==> config.mk <==
export PLATFORM = sky130hd
export DESIGN_NAME = ppce_top
export DESIGN_NICKNAME = d
export VERILOG_FILES = /design/src/include/ppce_pkg.sv /design/src/hw/ppce_sync.sv /design/src/hw/ppce_top.sv
export SDC_FILE = /design/constraint.sdc
export NUM_CORES = 1
export LEC_CHECK = 0
export ABC_AREA = 1
export BUFFER_PORTS_ARGS = -buffer_cell sky130_fd_sc_hd__buf_2
export CORE_AREA = 2 2 145 147
export DETAILED_ROUTE_END_ITERATION = 16
export DIE_AREA = 0 0 147 149
export RECOVER_POWER = 100
export SLEW_MARGIN = 20
export SYNTH_ARGS = -nofsm -noshare
export SYNTH_HDL_FRONTEND = slang
export SYNTH_SLANG_ARGS = --single-unit
==> constraint.sdc <==
create_clock -name i_clk_sys -period 3.81 [get_ports i_clk_sys]
set_clock_uncertainty 0.1 [all_clocks]
set_input_delay 0.9525 -clock i_clk_sys [delete_from_list [all_inputs] [get_ports i_clk_sys]]
set_output_delay 0.9525 -clock i_clk_sys [all_outputs]
set_load 0.05 [all_outputs]
==> src/include/ppce_pkg.sv <==
// constants, states and signal bundles of the power path and charge enable block
package ppce_pkg;

   // -----------------------------------------------------------------
   // clock and time base
   // -----------------------------------------------------------------
   localparam int CLK_MHZ = 200;
   localparam int TICK_US = 100;
   localparam int TICK_CYCLES = TICK_US * CLK_MHZ;
   localparam int PRE_W = 15;
   localparam int TICK_W = 20;

   // -----------------------------------------------------------------
   // delays, as printed, and their tick counts
   // -----------------------------------------------------------------
   localparam int DEGLITCH_FIRST_MS = 150;
   localparam int DEGLITCH_NEXT_MS = 1300;
   localparam int GATE_CHECK_MS = 20;
   localparam int RETRY_MS = 1300;
   localparam int FAIL_WINDOW_S = 90;
   localparam int SS_CCM_STEP_US = 400;
   localparam int SS_DCM_STEP_US = 800;
   localparam int BBM_NS = 100;
   localparam int DEGLITCH_FIRST_TICKS = DEGLITCH_FIRST_MS * 1000 / TICK_US;
   localparam int DEGLITCH_NEXT_TICKS = DEGLITCH_NEXT_MS * 1000 / TICK_US;
   localparam int GATE_CHECK_TICKS = GATE_CHECK_MS * 1000 / TICK_US;
   localparam int RETRY_TICKS = RETRY_MS * 1000 / TICK_US;
   localparam int FAIL_WINDOW_TICKS = FAIL_WINDOW_S * 1000000 / TICK_US;
   localparam int SS_CCM_STEP_TICKS = SS_CCM_STEP_US / TICK_US;
   localparam int SS_DCM_STEP_TICKS = SS_DCM_STEP_US / TICK_US;
   localparam int BBM_CYCLES = (BBM_NS * CLK_MHZ + 999) / 1000;
   localparam int FAIL_LIMIT = 7;
   localparam int SS_W = 4;
   localparam int BBM_W = 6;

   // -----------------------------------------------------------------
   // charge current codes, 64 mA per unit
   // -----------------------------------------------------------------
   localparam int CUR_W = 7;
   localparam logic [CUR_W-1:0] SS_START_CODE = 7'h02;
   localparam logic [CUR_W-1:0] SS_CCM_STEP_CODE = 7'h01;
   localparam logic [CUR_W-1:0] SS_DCM_STEP_CODE = 7'h02;

   // -----------------------------------------------------------------
   // bundles
   // -----------------------------------------------------------------
   typedef struct packed {
      logic supply_above_lockout;
      logic supply_above_26v;
      logic supply_above_24v;
      logic detect_above_0p6v;
      logic detect_above_2p4v;
      logic supply_sense_margin_ok;
      logic adapter_sense_within_200mv;
      logic gate_above_5p7v;
      logic battery_below_depletion;
      logic current_limit_above_120mv;
      logic current_limit_above_60mv;
      logic battery_overvoltage;
      logic thermal_shutdown;
      logic input_overcurrent;
      logic short_circuit;
      logic discontinuous_mode;
   } ppce_cmp_t;

   typedef struct packed {
      logic low_power;
      logic cal_enable;
      logic charge_inhibit;
   } ppce_opt_t;

   typedef struct packed {
      logic dischg_monitor;
      logic power_monitor;
      logic proc_hot;
      logic comparator;
   } ppce_feat_t;

   localparam ppce_opt_t OPT_RST = '{low_power: 1'b1, cal_enable: 1'b0,
                                     charge_inhibit: 1'b0};

   typedef enum logic [5:0] {
      ST_BAT   = 6'h01,
      ST_BRK   = 6'h02,
      ST_AC_ON = 6'h04,
      ST_AC_OK = 6'h08,
      ST_RETRY = 6'h10,
      ST_LATCH = 6'h20
   } ppce_sel_t;

endpackage

==> src/hw/ppce_sync.sv <==
// two flip-flop synchroniser for a group of asynchronous levels
`timescale 1ns/1ps
`default_nettype none
module ppce_sync #(
   parameter int W = 1
) (
   // clock and reset
   input wire logic i_clk_sys,
   input wire logic i_srst,
   // levels
   input wire logic [W-1:0] i_async,
   output logic [W-1:0] o_sync
);
   logic [W-1:0] meta;

   always_ff @(posedge i_clk_sys) begin
      if (i_srst) begin
         meta <= '0;
         o_sync <= '0;
      end else begin
         meta <= i_async;
         o_sync <= meta;
      end
   end
endmodule
`default_nettype wire

==> src/hw/ppce_top.sv <==
// power path selection, adapter good deglitch and charge enable control
// What this block does
// - wake and enable host interface above lockout
// - start in low power; clearing enters performance
// - performance mode: features only when host enables
// - adapter detect above 0.6 V enables bias
// - adapter good needs supply, detect, margin
// - status bit mirrors adapter good pin
// - deglitch 150 ms first, 1.3 s later
// - overvoltage above 26 V: adapter off, battery
// - below 24 V: release, back to adapter
// - break-before-make; adapter and battery never together
// - battery switch needs supply, sense, adapter off
// - adapter selected when good and calibration allows
// - gate low after 20 ms: off, retry 1.3 s
// - seventh failure in 90 s latches off
// - adapter off when bad or calibration discharging
// - charge starts only when all conditions hold
// - charge stops on any listed fault
// - soft-start 128 mA, 64 mA per 400 us
// - discontinuous mode: larger, longer soft-start steps
// - input monitor valid above lockout and detect
// - calibration bit clears when cycle ends
`timescale 1ns/1ps
`default_nettype none
module ppce_top #(
   parameter int TICK_CYCLES_P = ppce_pkg::TICK_CYCLES
) (
   // clock and reset
   input wire logic i_clk_sys,
   input wire logic i_srst,
   // analog comparator results
   input wire ppce_pkg::ppce_cmp_t i_cmp,
   // host settings
   input wire logic i_opt_wr,
   input wire ppce_pkg::ppce_opt_t i_opt,
   input wire ppce_pkg::ppce_feat_t i_feat_req,
   input wire logic i_limits_valid,
   input wire logic i_watchdog_expired,
   input wire logic [ppce_pkg::CUR_W-1:0] i_charge_current_code,
   // power and status
   output logic o_awake,
   output logic o_bias_enable,
   output logic o_input_monitor_valid,
   output ppce_pkg::ppce_feat_t o_feature_en,
   output logic o_low_power,
   output logic o_cal_enable,
   // adapter good pin and status
   output logic o_adapter_good_output_o,
   output logic o_adapter_good_output_oe,
   output logic o_adapter_good_status,
   output logic o_adapter_overvoltage,
   // gate drives
   output logic o_adapter_gate_drive,
   output logic o_battery_gate_drive,
   output logic o_latched_off,
   output logic [2:0] o_fail_count,
   // charger
   output logic o_charge_enable,
   output logic [ppce_pkg::CUR_W-1:0] o_charge_current_target
);
   import ppce_pkg::*;

   function automatic logic [CUR_W-1:0] ppce_min(input logic [CUR_W-1:0] a,
                                                 input logic [CUR_W-1:0] b);
      return (a < b) ? a : b;
   endfunction

   // -----------------------------------------------------------------
   // synchronised comparators and time base
   // -----------------------------------------------------------------
   logic [$bits(ppce_cmp_t)-1:0] s_bits;
   ppce_cmp_t s;
   logic [PRE_W-1:0] pre_cnt;
   logic tick;

   ppce_sync #(.W($bits(ppce_cmp_t))) u_sync (
      .i_clk_sys(i_clk_sys),
      .i_srst(i_srst),
      .i_async(i_cmp),
      .o_sync(s_bits)
   );
   assign s = ppce_cmp_t'(s_bits);

   always_ff @(posedge i_clk_sys) begin
      if (i_srst) begin
         pre_cnt <= '0;
         tick <= 1'b0;
      end else if (pre_cnt == PRE_W'(TICK_CYCLES_P - 1)) begin
         pre_cnt <= '0;
         tick <= 1'b1;
      end else begin
         pre_cnt <= pre_cnt + 1'b1;
         tick <= 1'b0;
      end
   end

   // -----------------------------------------------------------------
   // options, power up and monitors
   // -----------------------------------------------------------------
   ppce_opt_t opt;

   always_ff @(posedge i_clk_sys) begin
      if (i_srst) begin
         opt <= OPT_RST;
      end else if (i_opt_wr) begin
         opt <= i_opt;
      end else if (opt.cal_enable && s.battery_below_depletion) begin
         opt.cal_enable <= 1'b0;
      end
   end
   assign o_low_power = opt.low_power;
   assign o_cal_enable = opt.cal_enable;

   always_ff @(posedge i_clk_sys) begin
      if (i_srst) begin
         o_awake <= 1'b0;
         o_bias_enable <= 1'b0;
         o_input_monitor_valid <= 1'b0;
         o_feature_en <= '0;
      end else begin
         o_awake <= s.supply_above_lockout;
         o_bias_enable <= s.detect_above_0p6v;
         o_input_monitor_valid <= s.supply_above_lockout
                                  & s.detect_above_0p6v;
         o_feature_en <= opt.low_power ? '0 : i_feat_req;
      end
   end

   // -----------------------------------------------------------------
   // overvoltage and adapter good deglitch
   // -----------------------------------------------------------------
   logic ovp;
   logic adapter_good_output_raw;
   logic adapter_good_output;
   logic next_adapter_good_output;
   logic first_plug;
   logic [TICK_W-1:0] dg_cnt;
   logic [TICK_W-1:0] next_dg_cnt;
   logic [TICK_W-1:0] dg_limit;

   always_ff @(posedge i_clk_sys) begin
      if (i_srst) begin
         ovp <= 1'b0;
      end else if (s.supply_above_26v) begin
         ovp <= 1'b1;
      end else if (!s.supply_above_24v) begin
         ovp <= 1'b0;
      end
   end
   assign o_adapter_overvoltage = ovp;

   assign adapter_good_output_raw = s.supply_above_lockout & !ovp & !s.supply_above_26v
                     & s.detect_above_2p4v & s.supply_sense_margin_ok;
   assign dg_limit = first_plug ? TICK_W'(DEGLITCH_FIRST_TICKS)
                                : TICK_W'(DEGLITCH_NEXT_TICKS);

   always_comb begin
      next_adapter_good_output = adapter_good_output;
      next_dg_cnt = dg_cnt;
      if (!adapter_good_output_raw) begin
         next_adapter_good_output = 1'b0;
         next_dg_cnt = '0;
      end else if (!adapter_good_output && tick) begin
         next_dg_cnt = dg_cnt + 1'b1;
         if (dg_cnt == dg_limit - 1'b1) begin
            next_adapter_good_output = 1'b1;
         end
      end
   end

   always_ff @(posedge i_clk_sys) begin
      if (i_srst) begin
         adapter_good_output <= 1'b0;
         dg_cnt <= '0;
         o_adapter_good_output_oe <= 1'b1;
         o_adapter_good_output_o <= 1'b0;
      end else begin
         adapter_good_output <= next_adapter_good_output;
         dg_cnt <= next_dg_cnt;
         o_adapter_good_output_oe <= !next_adapter_good_output;
         o_adapter_good_output_o <= 1'b0;
      end
   end
   assign o_adapter_good_status = adapter_good_output;

   always_ff @(posedge i_clk_sys) begin
      if (i_srst) begin
         first_plug <= 1'b1;
      end else if (!s.supply_above_lockout) begin
         first_plug <= 1'b1;
      end else if (adapter_good_output) begin
         first_plug <= 1'b0;
      end
   end

   // -----------------------------------------------------------------
   // power source selection
   // -----------------------------------------------------------------
   ppce_sel_t state;
   ppce_sel_t next_state;
   logic [TICK_W-1:0] sel_cnt;
   logic [TICK_W-1:0] next_sel_cnt;
   logic [TICK_W-1:0] win_cnt;
   logic [2:0] fail_cnt;
   logic win_run;
   logic want_ac;
   logic gate_fail;
   logic [BBM_W-1:0] ac_off_cnt;
   logic ac_off_done;

   // adapter is wanted unless calibration discharge keeps the battery
   assign want_ac = adapter_good_output & (!opt.cal_enable
                            | s.battery_below_depletion);
   assign gate_fail = (state == ST_AC_ON) && tick
                      && sel_cnt == TICK_W'(GATE_CHECK_TICKS - 1)
                      && !s.gate_above_5p7v;
   assign ac_off_done = ac_off_cnt == BBM_W'(BBM_CYCLES);

   always_comb begin
      next_state = state;
      next_sel_cnt = sel_cnt;
      unique case (state)
         ST_BAT: begin
            if (want_ac) begin
               next_state = ST_BRK;
               next_sel_cnt = '0;
            end
         end
         ST_BRK: begin
            next_sel_cnt = sel_cnt + 1'b1;
            if (!want_ac) begin
               next_state = ST_BAT;
            end else if (sel_cnt == TICK_W'(BBM_CYCLES - 1)) begin
               next_state = ST_AC_ON;
               next_sel_cnt = '0;
            end
         end
         ST_AC_ON: begin
            if (!want_ac) begin
               next_state = ST_BAT;
            end else if (gate_fail) begin
               next_sel_cnt = '0;
               if (fail_cnt == 3'(FAIL_LIMIT - 1)) begin
                  next_state = ST_LATCH;
               end else begin
                  next_state = ST_RETRY;
               end
            end else if (tick) begin
               if (sel_cnt == TICK_W'(GATE_CHECK_TICKS - 1)) begin
                  next_state = ST_AC_OK;
               end else begin
                  next_sel_cnt = sel_cnt + 1'b1;
               end
            end
         end
         ST_AC_OK: begin
            if (!want_ac) begin
               next_state = ST_BAT;
            end
         end
         ST_RETRY: begin
            if (tick) begin
               if (sel_cnt == TICK_W'(RETRY_TICKS - 1)) begin
                  next_state = ST_BAT;
               end else begin
                  next_sel_cnt = sel_cnt + 1'b1;
               end
            end
         end
         ST_LATCH: begin
            if (!s.detect_above_0p6v) begin
               next_state = ST_BAT;
            end
         end
      endcase
   end

   always_ff @(posedge i_clk_sys) begin
      if (i_srst) begin
         state <= ST_BAT;
         sel_cnt <= '0;
         o_adapter_gate_drive <= 1'b0;
         o_battery_gate_drive <= 1'b0;
         o_latched_off <= 1'b0;
      end else begin
         state <= next_state;
         sel_cnt <= next_sel_cnt;
         o_adapter_gate_drive <= next_state inside {ST_AC_ON, ST_AC_OK};
         o_battery_gate_drive <= (next_state inside {ST_BAT, ST_RETRY,
                                  ST_LATCH}) && ac_off_done
                                 && !o_adapter_gate_drive
                                 && s.supply_above_lockout
                                 && s.adapter_sense_within_200mv;
         o_latched_off <= next_state == ST_LATCH;
      end
   end

   always_ff @(posedge i_clk_sys) begin
      if (i_srst) begin
         ac_off_cnt <= '0;
      end else if (o_adapter_gate_drive) begin
         ac_off_cnt <= '0;
      end else if (!ac_off_done) begin
         ac_off_cnt <= ac_off_cnt + 1'b1;
      end
   end

   always_ff @(posedge i_clk_sys) begin
      if (i_srst) begin
         fail_cnt <= '0;
         win_cnt <= '0;
         win_run <= 1'b0;
      end else if (state == ST_LATCH && !s.detect_above_0p6v) begin
         fail_cnt <= '0;
         win_cnt <= '0;
         win_run <= 1'b0;
      end else if (gate_fail) begin
         fail_cnt <= fail_cnt + 1'b1;
         if (!win_run) begin
            win_run <= 1'b1;
            win_cnt <= '0;
         end
      end else if (win_run && state != ST_LATCH && tick) begin
         if (win_cnt == TICK_W'(FAIL_WINDOW_TICKS - 1)) begin
            win_run <= 1'b0;
            fail_cnt <= '0;
         end else begin
            win_cnt <= win_cnt + 1'b1;
         end
      end
   end
   assign o_fail_count = fail_cnt;

   // -----------------------------------------------------------------
   // charge enable and soft-start
   // -----------------------------------------------------------------
   logic chg_fault;
   logic chg_start;
   logic chg_stop;
   logic next_chg;
   logic [SS_W-1:0] ss_cnt;
   logic [SS_W-1:0] ss_len;
   logic [CUR_W-1:0] ss_step;
   logic [CUR_W-1:0] target;

   assign chg_fault = s.battery_overvoltage | s.thermal_shutdown
                      | s.input_overcurrent | ovp;
   assign chg_start = !opt.charge_inhibit & s.current_limit_above_120mv
                      & i_limits_valid & adapter_good_output & (state == ST_AC_OK)
                      & !chg_fault & !s.short_circuit
                      & !i_watchdog_expired;
   assign chg_stop = opt.charge_inhibit | !s.current_limit_above_60mv
                     | !i_limits_valid | !adapter_good_output | (state != ST_AC_OK)
                     | chg_fault | s.short_circuit
                     | i_watchdog_expired;
   assign next_chg = !chg_stop & (chg_start | o_charge_enable);
   assign ss_len = s.discontinuous_mode ? SS_W'(SS_DCM_STEP_TICKS)
                                        : SS_W'(SS_CCM_STEP_TICKS);
   assign ss_step = s.discontinuous_mode ? SS_DCM_STEP_CODE
                                         : SS_CCM_STEP_CODE;

   always_ff @(posedge i_clk_sys) begin
      if (i_srst) begin
         o_charge_enable <= 1'b0;
      end else begin
         o_charge_enable <= next_chg;
      end
   end

   always_ff @(posedge i_clk_sys) begin
      if (i_srst) begin
         target <= '0;
         ss_cnt <= '0;
      end else if (!next_chg) begin
         target <= '0;
         ss_cnt <= '0;
      end else if (!o_charge_enable) begin
         target <= ppce_min(SS_START_CODE, i_charge_current_code);
         ss_cnt <= '0;
      end else if (target > i_charge_current_code) begin
         target <= i_charge_current_code;
      end else if (target < i_charge_current_code && tick) begin
         if (ss_cnt >= ss_len - 1'b1) begin
            ss_cnt <= '0;
            target <= ppce_min(CUR_W'(target + ss_step),
                               i_charge_current_code);
         end else begin
            ss_cnt <= ss_cnt + 1'b1;
         end
      end
   end
   assign o_charge_current_target = target;
endmodule
`default_nettype wire

==> metrics.yaml <==
p_leak_nw: 3.65
cts.sinks: 153
cap_violations: 0
async_reset_ff_frac: 0
boundaryPins: 62
cp_slowest_cell: "o21ai_1"
r2r-start: "sel_cnt[0]$_SDFFE_PP0P_"
yosysUniqueCellTypes: 54
cts_tree: "built"
n_fill_cell: 2178
drc: 0
relSlewSlack: 0.158
hold_viol_final: 0
whs_ns: 0.306
synth_top_family_by_area: "simple AND/OR/NAND/NOR gates"
viasPerCell: 4.84
path_clk_slew_ns: 0.07
r2r_end: "sel_cnt[6]$_SDFFE_PP0P_"
tightest_slew_ns: 1.26
postCtsSetupRepairBufs: 0
drt.antenna.violating_nets: 0
regArea_mm2: 0.00306
fin_crit_sh: 0.868
routed_wl_mm: 18.9
reg2reg_slack_ns: 0.50
nNetsFinal: 1283
drtIter0Drc: 438
cp-start-kind: "flip-flop"
final_util: 0.443
synth_seq_area_share: 0.381
dp_hpwl_mm: 13.9
grt.total_usage: 0.179
ys_warn_count: 0
synth_edf_count: 0
path_class: "flip-flop to flip-flop"
synthAdderAreaFrac: 0.0414
post_cts_resized: 0
crit_top_cell: "nor2_1"
htree_levels: 4
hold_buffers: 0
design.core.area_mm2: 0.0206
rows: 53
final_layout_size_suffix_gt1_frac: 0.0810
setup_violations: 0
numCtsBuffers: 17
finalSetupTns_ns: 0
yosys.area_share.simple: 0.321
synth.avg_cell_area_um2: 6.92
cp_max_fo: 23
hold_path.class: "flip-flop to flip-flop"
gr-total-overflow: 0
wl_per_cell_um: 12.5
fp.dieW_um: 147
crit_arrival_ns: 3.51
multi_input_area_mm2: 0.00412
path_cells: "ha_1, nand2_1, clkinv_2, nand2_1, nor2_1, nand2_2, nor2_1, nand2_4, inv_1, nor2_2, nand2_4, nand2_2, o21ai_1, nor2_1"
worstSetupStartpoint: "sel_cnt[0]$_SDFFE_PP0P_"
initial_core_util: 0.391
antenna_found_initial: 0
rsz0062_at_grt: "no"
synthToLayoutAreaGrowth_pct: 13.5
stdcell_count: 1510
grt_pass1_vias: 6793
cp-endpoint: "sel_cnt[6]$_SDFFE_PP0P_"
power_density_mw_per_mm2: 388
cts_max_path_buffers: 2
n_antenna_cell: 0
synth-compound-area-share: 0.118
dieArea_mm2: 0.0219
slew_violations: 0
num_vias: 7315
finalCriticalPeriod_ns: 3.31
synth_nets: 1222
worstRegToRegCells: 14
gp_congestion: 0.857
cpPeakStageDelay_ns: 0.65
synth-xor-area-share: 0.0360
port_buffers: 60
syn_inst: 1161
root_buffer: "clkbuf_16"
grt_max_degree: 60
cp.required_ns: 4.01
max_freq_ghz: 0.302
crit_path_end_kind: "flip-flop"
ys.flop_type: "dfxtp_1"
place_inst: 1478
peakVddDrop_uv: 265
clk_latency_ns: 0.43
status: "complete, no violations"
first_pass_iters: 5
ys_ff_latch: 153
die_h_um: 149
synth.area.mux_share: 0.00125
syn_area_mm2: 0.00803
grt_pass1_wl_mm: 32.3
cell type report:
class                           count  share of cell area
Timing Repair Buffer               66              0.0325
Multi-Input combinational cell    808               0.452
Sequential cell                   153               0.336
Clock inverter                     15              0.0217
Inverter                          176              0.0734
Clock buffer                       17              0.0467
Tap cell                          275              0.0377
kinds of logic after synthesis:
kind of cell,after synthesis
buffers and inverters,200
multiplexers,1
flip-flops,153
AND/OR/NAND/NOR,578
AO/OA/AOI/OAI,169
XOR/XNOR,33
adder cells (fa/ha/maj),26
other,1
through the flow:
step | setup slack (ns) | power [mW] | instance area [um^2]
after CTS | 0.738 | 3.58 | 9210
after global routing | 0.188 | 3.67 | 9110
after floorplan | 0.823 | 1.75 | 8030
after global placement | 0.712 | 1.79 | 8590
final | 0.501 | 3.53 | 9110
after detailed placement | 0.671 | 1.80 | 8590
placed cells by master, fill, tap and decap left out, types with 2 or more instances in the layout:
master	instances
o21ai_2	3
o41ai_1	2
clkbuf_1	31
o21bai_2	2
nand4_1	34
o21a_1	3
o21ai_0	50
or2_2	4
inv_8	4
a311oi_1	2
a31oi_1	15
ha_1	25
buf_4	2
inv_1	170
a21oi_1	80
buf_2	32
xnor2_1	12
dfxtp_1	153
nor3_2	2
nand2_4	2
a211oi_1	2
nand2_1	242
clkbuf_16	17
inv_6	6
nor3b_1	9
o21ai_1	2
nand2_2	3
nor2_2	8
nand3_1	65
bufinv_16	2
a41oi_1	2
clkinv_8	2
xor2_1	21
nor2_1	160
nor3_1	28
inv_2	2
nor4_1	15
worst max-delay path: cells and delay by family, from the launching register on:
| kind | cells | cell delay (ns) |
|---|---|---|
| AND/OR/NAND/NOR | 10 | 1.44 |
| AO/OA/AOI/OAI | 1 | 0.65 |
| adder cells (fa/ha/maj) | 1 | 0.31 |
| flip-flops | 1 | 0.46 |
| buffers and inverters | 2 | 0.20 |
where the power goes:
part	internal, mW	switching, mW
combinational	0.0378	0.0812
sequential	1.62	0.0121
clock	1.01	0.773
total	2.67	0.866
Yosys cell counts, types with 2 or more instances:
cell / n / area [um^2]
o21ai_0: 49 / 245
buf_1: 4 / 15.0
o21ai_2: 4 / 35.0
inv_2: 3 / 11.3
nor3_2: 3 / 30.0
nor3_1: 27 / 135
a311oi_1: 2 / 17.5
nor2_2: 10 / 62.6
xnor2_1: 12 / 105
nor2_4: 2 / 22.5
o21bai_2: 2 / 22.5
o21ai_1: 2 / 10.0
nor3b_1: 9 / 67.6
a31oi_1: 15 / 93.8
inv_1: 169 / 634
a211oi_1: 2 / 15.0
xor2_1: 21 / 184
dfxtp_1: 153 / 3060
o21a_1: 3 / 22.5
nand2_1: 239 / 897
nor2_1: 157 / 589
or2_2: 4 / 25.0
nor4_1: 14 / 87.6
nand3_1: 65 / 325
buf_2: 2 / 10.0
nand2_2: 4 / 25.0
o41ai_1: 2 / 17.5
nand2_4: 4 / 45.0
nand4_1: 34 / 213
a21oi_1: 80 / 400
clkbuf_1: 12 / 45.0
a41oi_1: 2 / 17.5
buf_6: 5 / 56.3
ha_1: 25 / 313
layer usage:
layer  up-vias  routed length, um  global-route usage  share of wire
met4         0                324              0.0553          0.017
met3        21                534              0.0294          0.028
li1       3887                  -                   -              -
met2        99               8470               0.293           0.45
met5         -                  0                   0              0
met1      3308               9560               0.245           0.51
how the worst min path moves through the flow:
stage                          startpoint                           end  slack (ns)  cells after the start
3_5_place_dp   u_sync.meta[15]$_SDFF_PP0_  u_sync.o_sync[15]$_SDFF_PP0_        0.30                      2
2_1_floorplan   u_sync.meta[0]$_SDFF_PP0_   u_sync.o_sync[0]$_SDFF_PP0_        0.29                      2
4_1_cts         u_sync.meta[2]$_SDFF_PP0_   u_sync.o_sync[2]$_SDFF_PP0_        0.31                      2
3_3_place_gp    u_sync.meta[0]$_SDFF_PP0_   u_sync.o_sync[0]$_SDFF_PP0_        0.29                      2
5_1_grt        u_sync.meta[11]$_SDFF_PP0_  u_sync.o_sync[11]$_SDFF_PP0_        0.32                      2
6_report        u_sync.meta[2]$_SDFF_PP0_   u_sync.o_sync[2]$_SDFF_PP0_        0.31                      2
flip-flops by register name, summed over array words and instances (netlist names), 3 cells and up:
register / flops
u_sync.o_sync: 16
win_cnt: 20
o_charge_current_target: 7
ac_off_cnt: 6
dg_cnt: 20
ss_cnt: 4
sel_cnt: 20
o_fail_count: 3
state: 6
u_sync.meta: 16
pre_cnt: 15
o_feature_en: 4
Power figures use the tool's default switching activity.
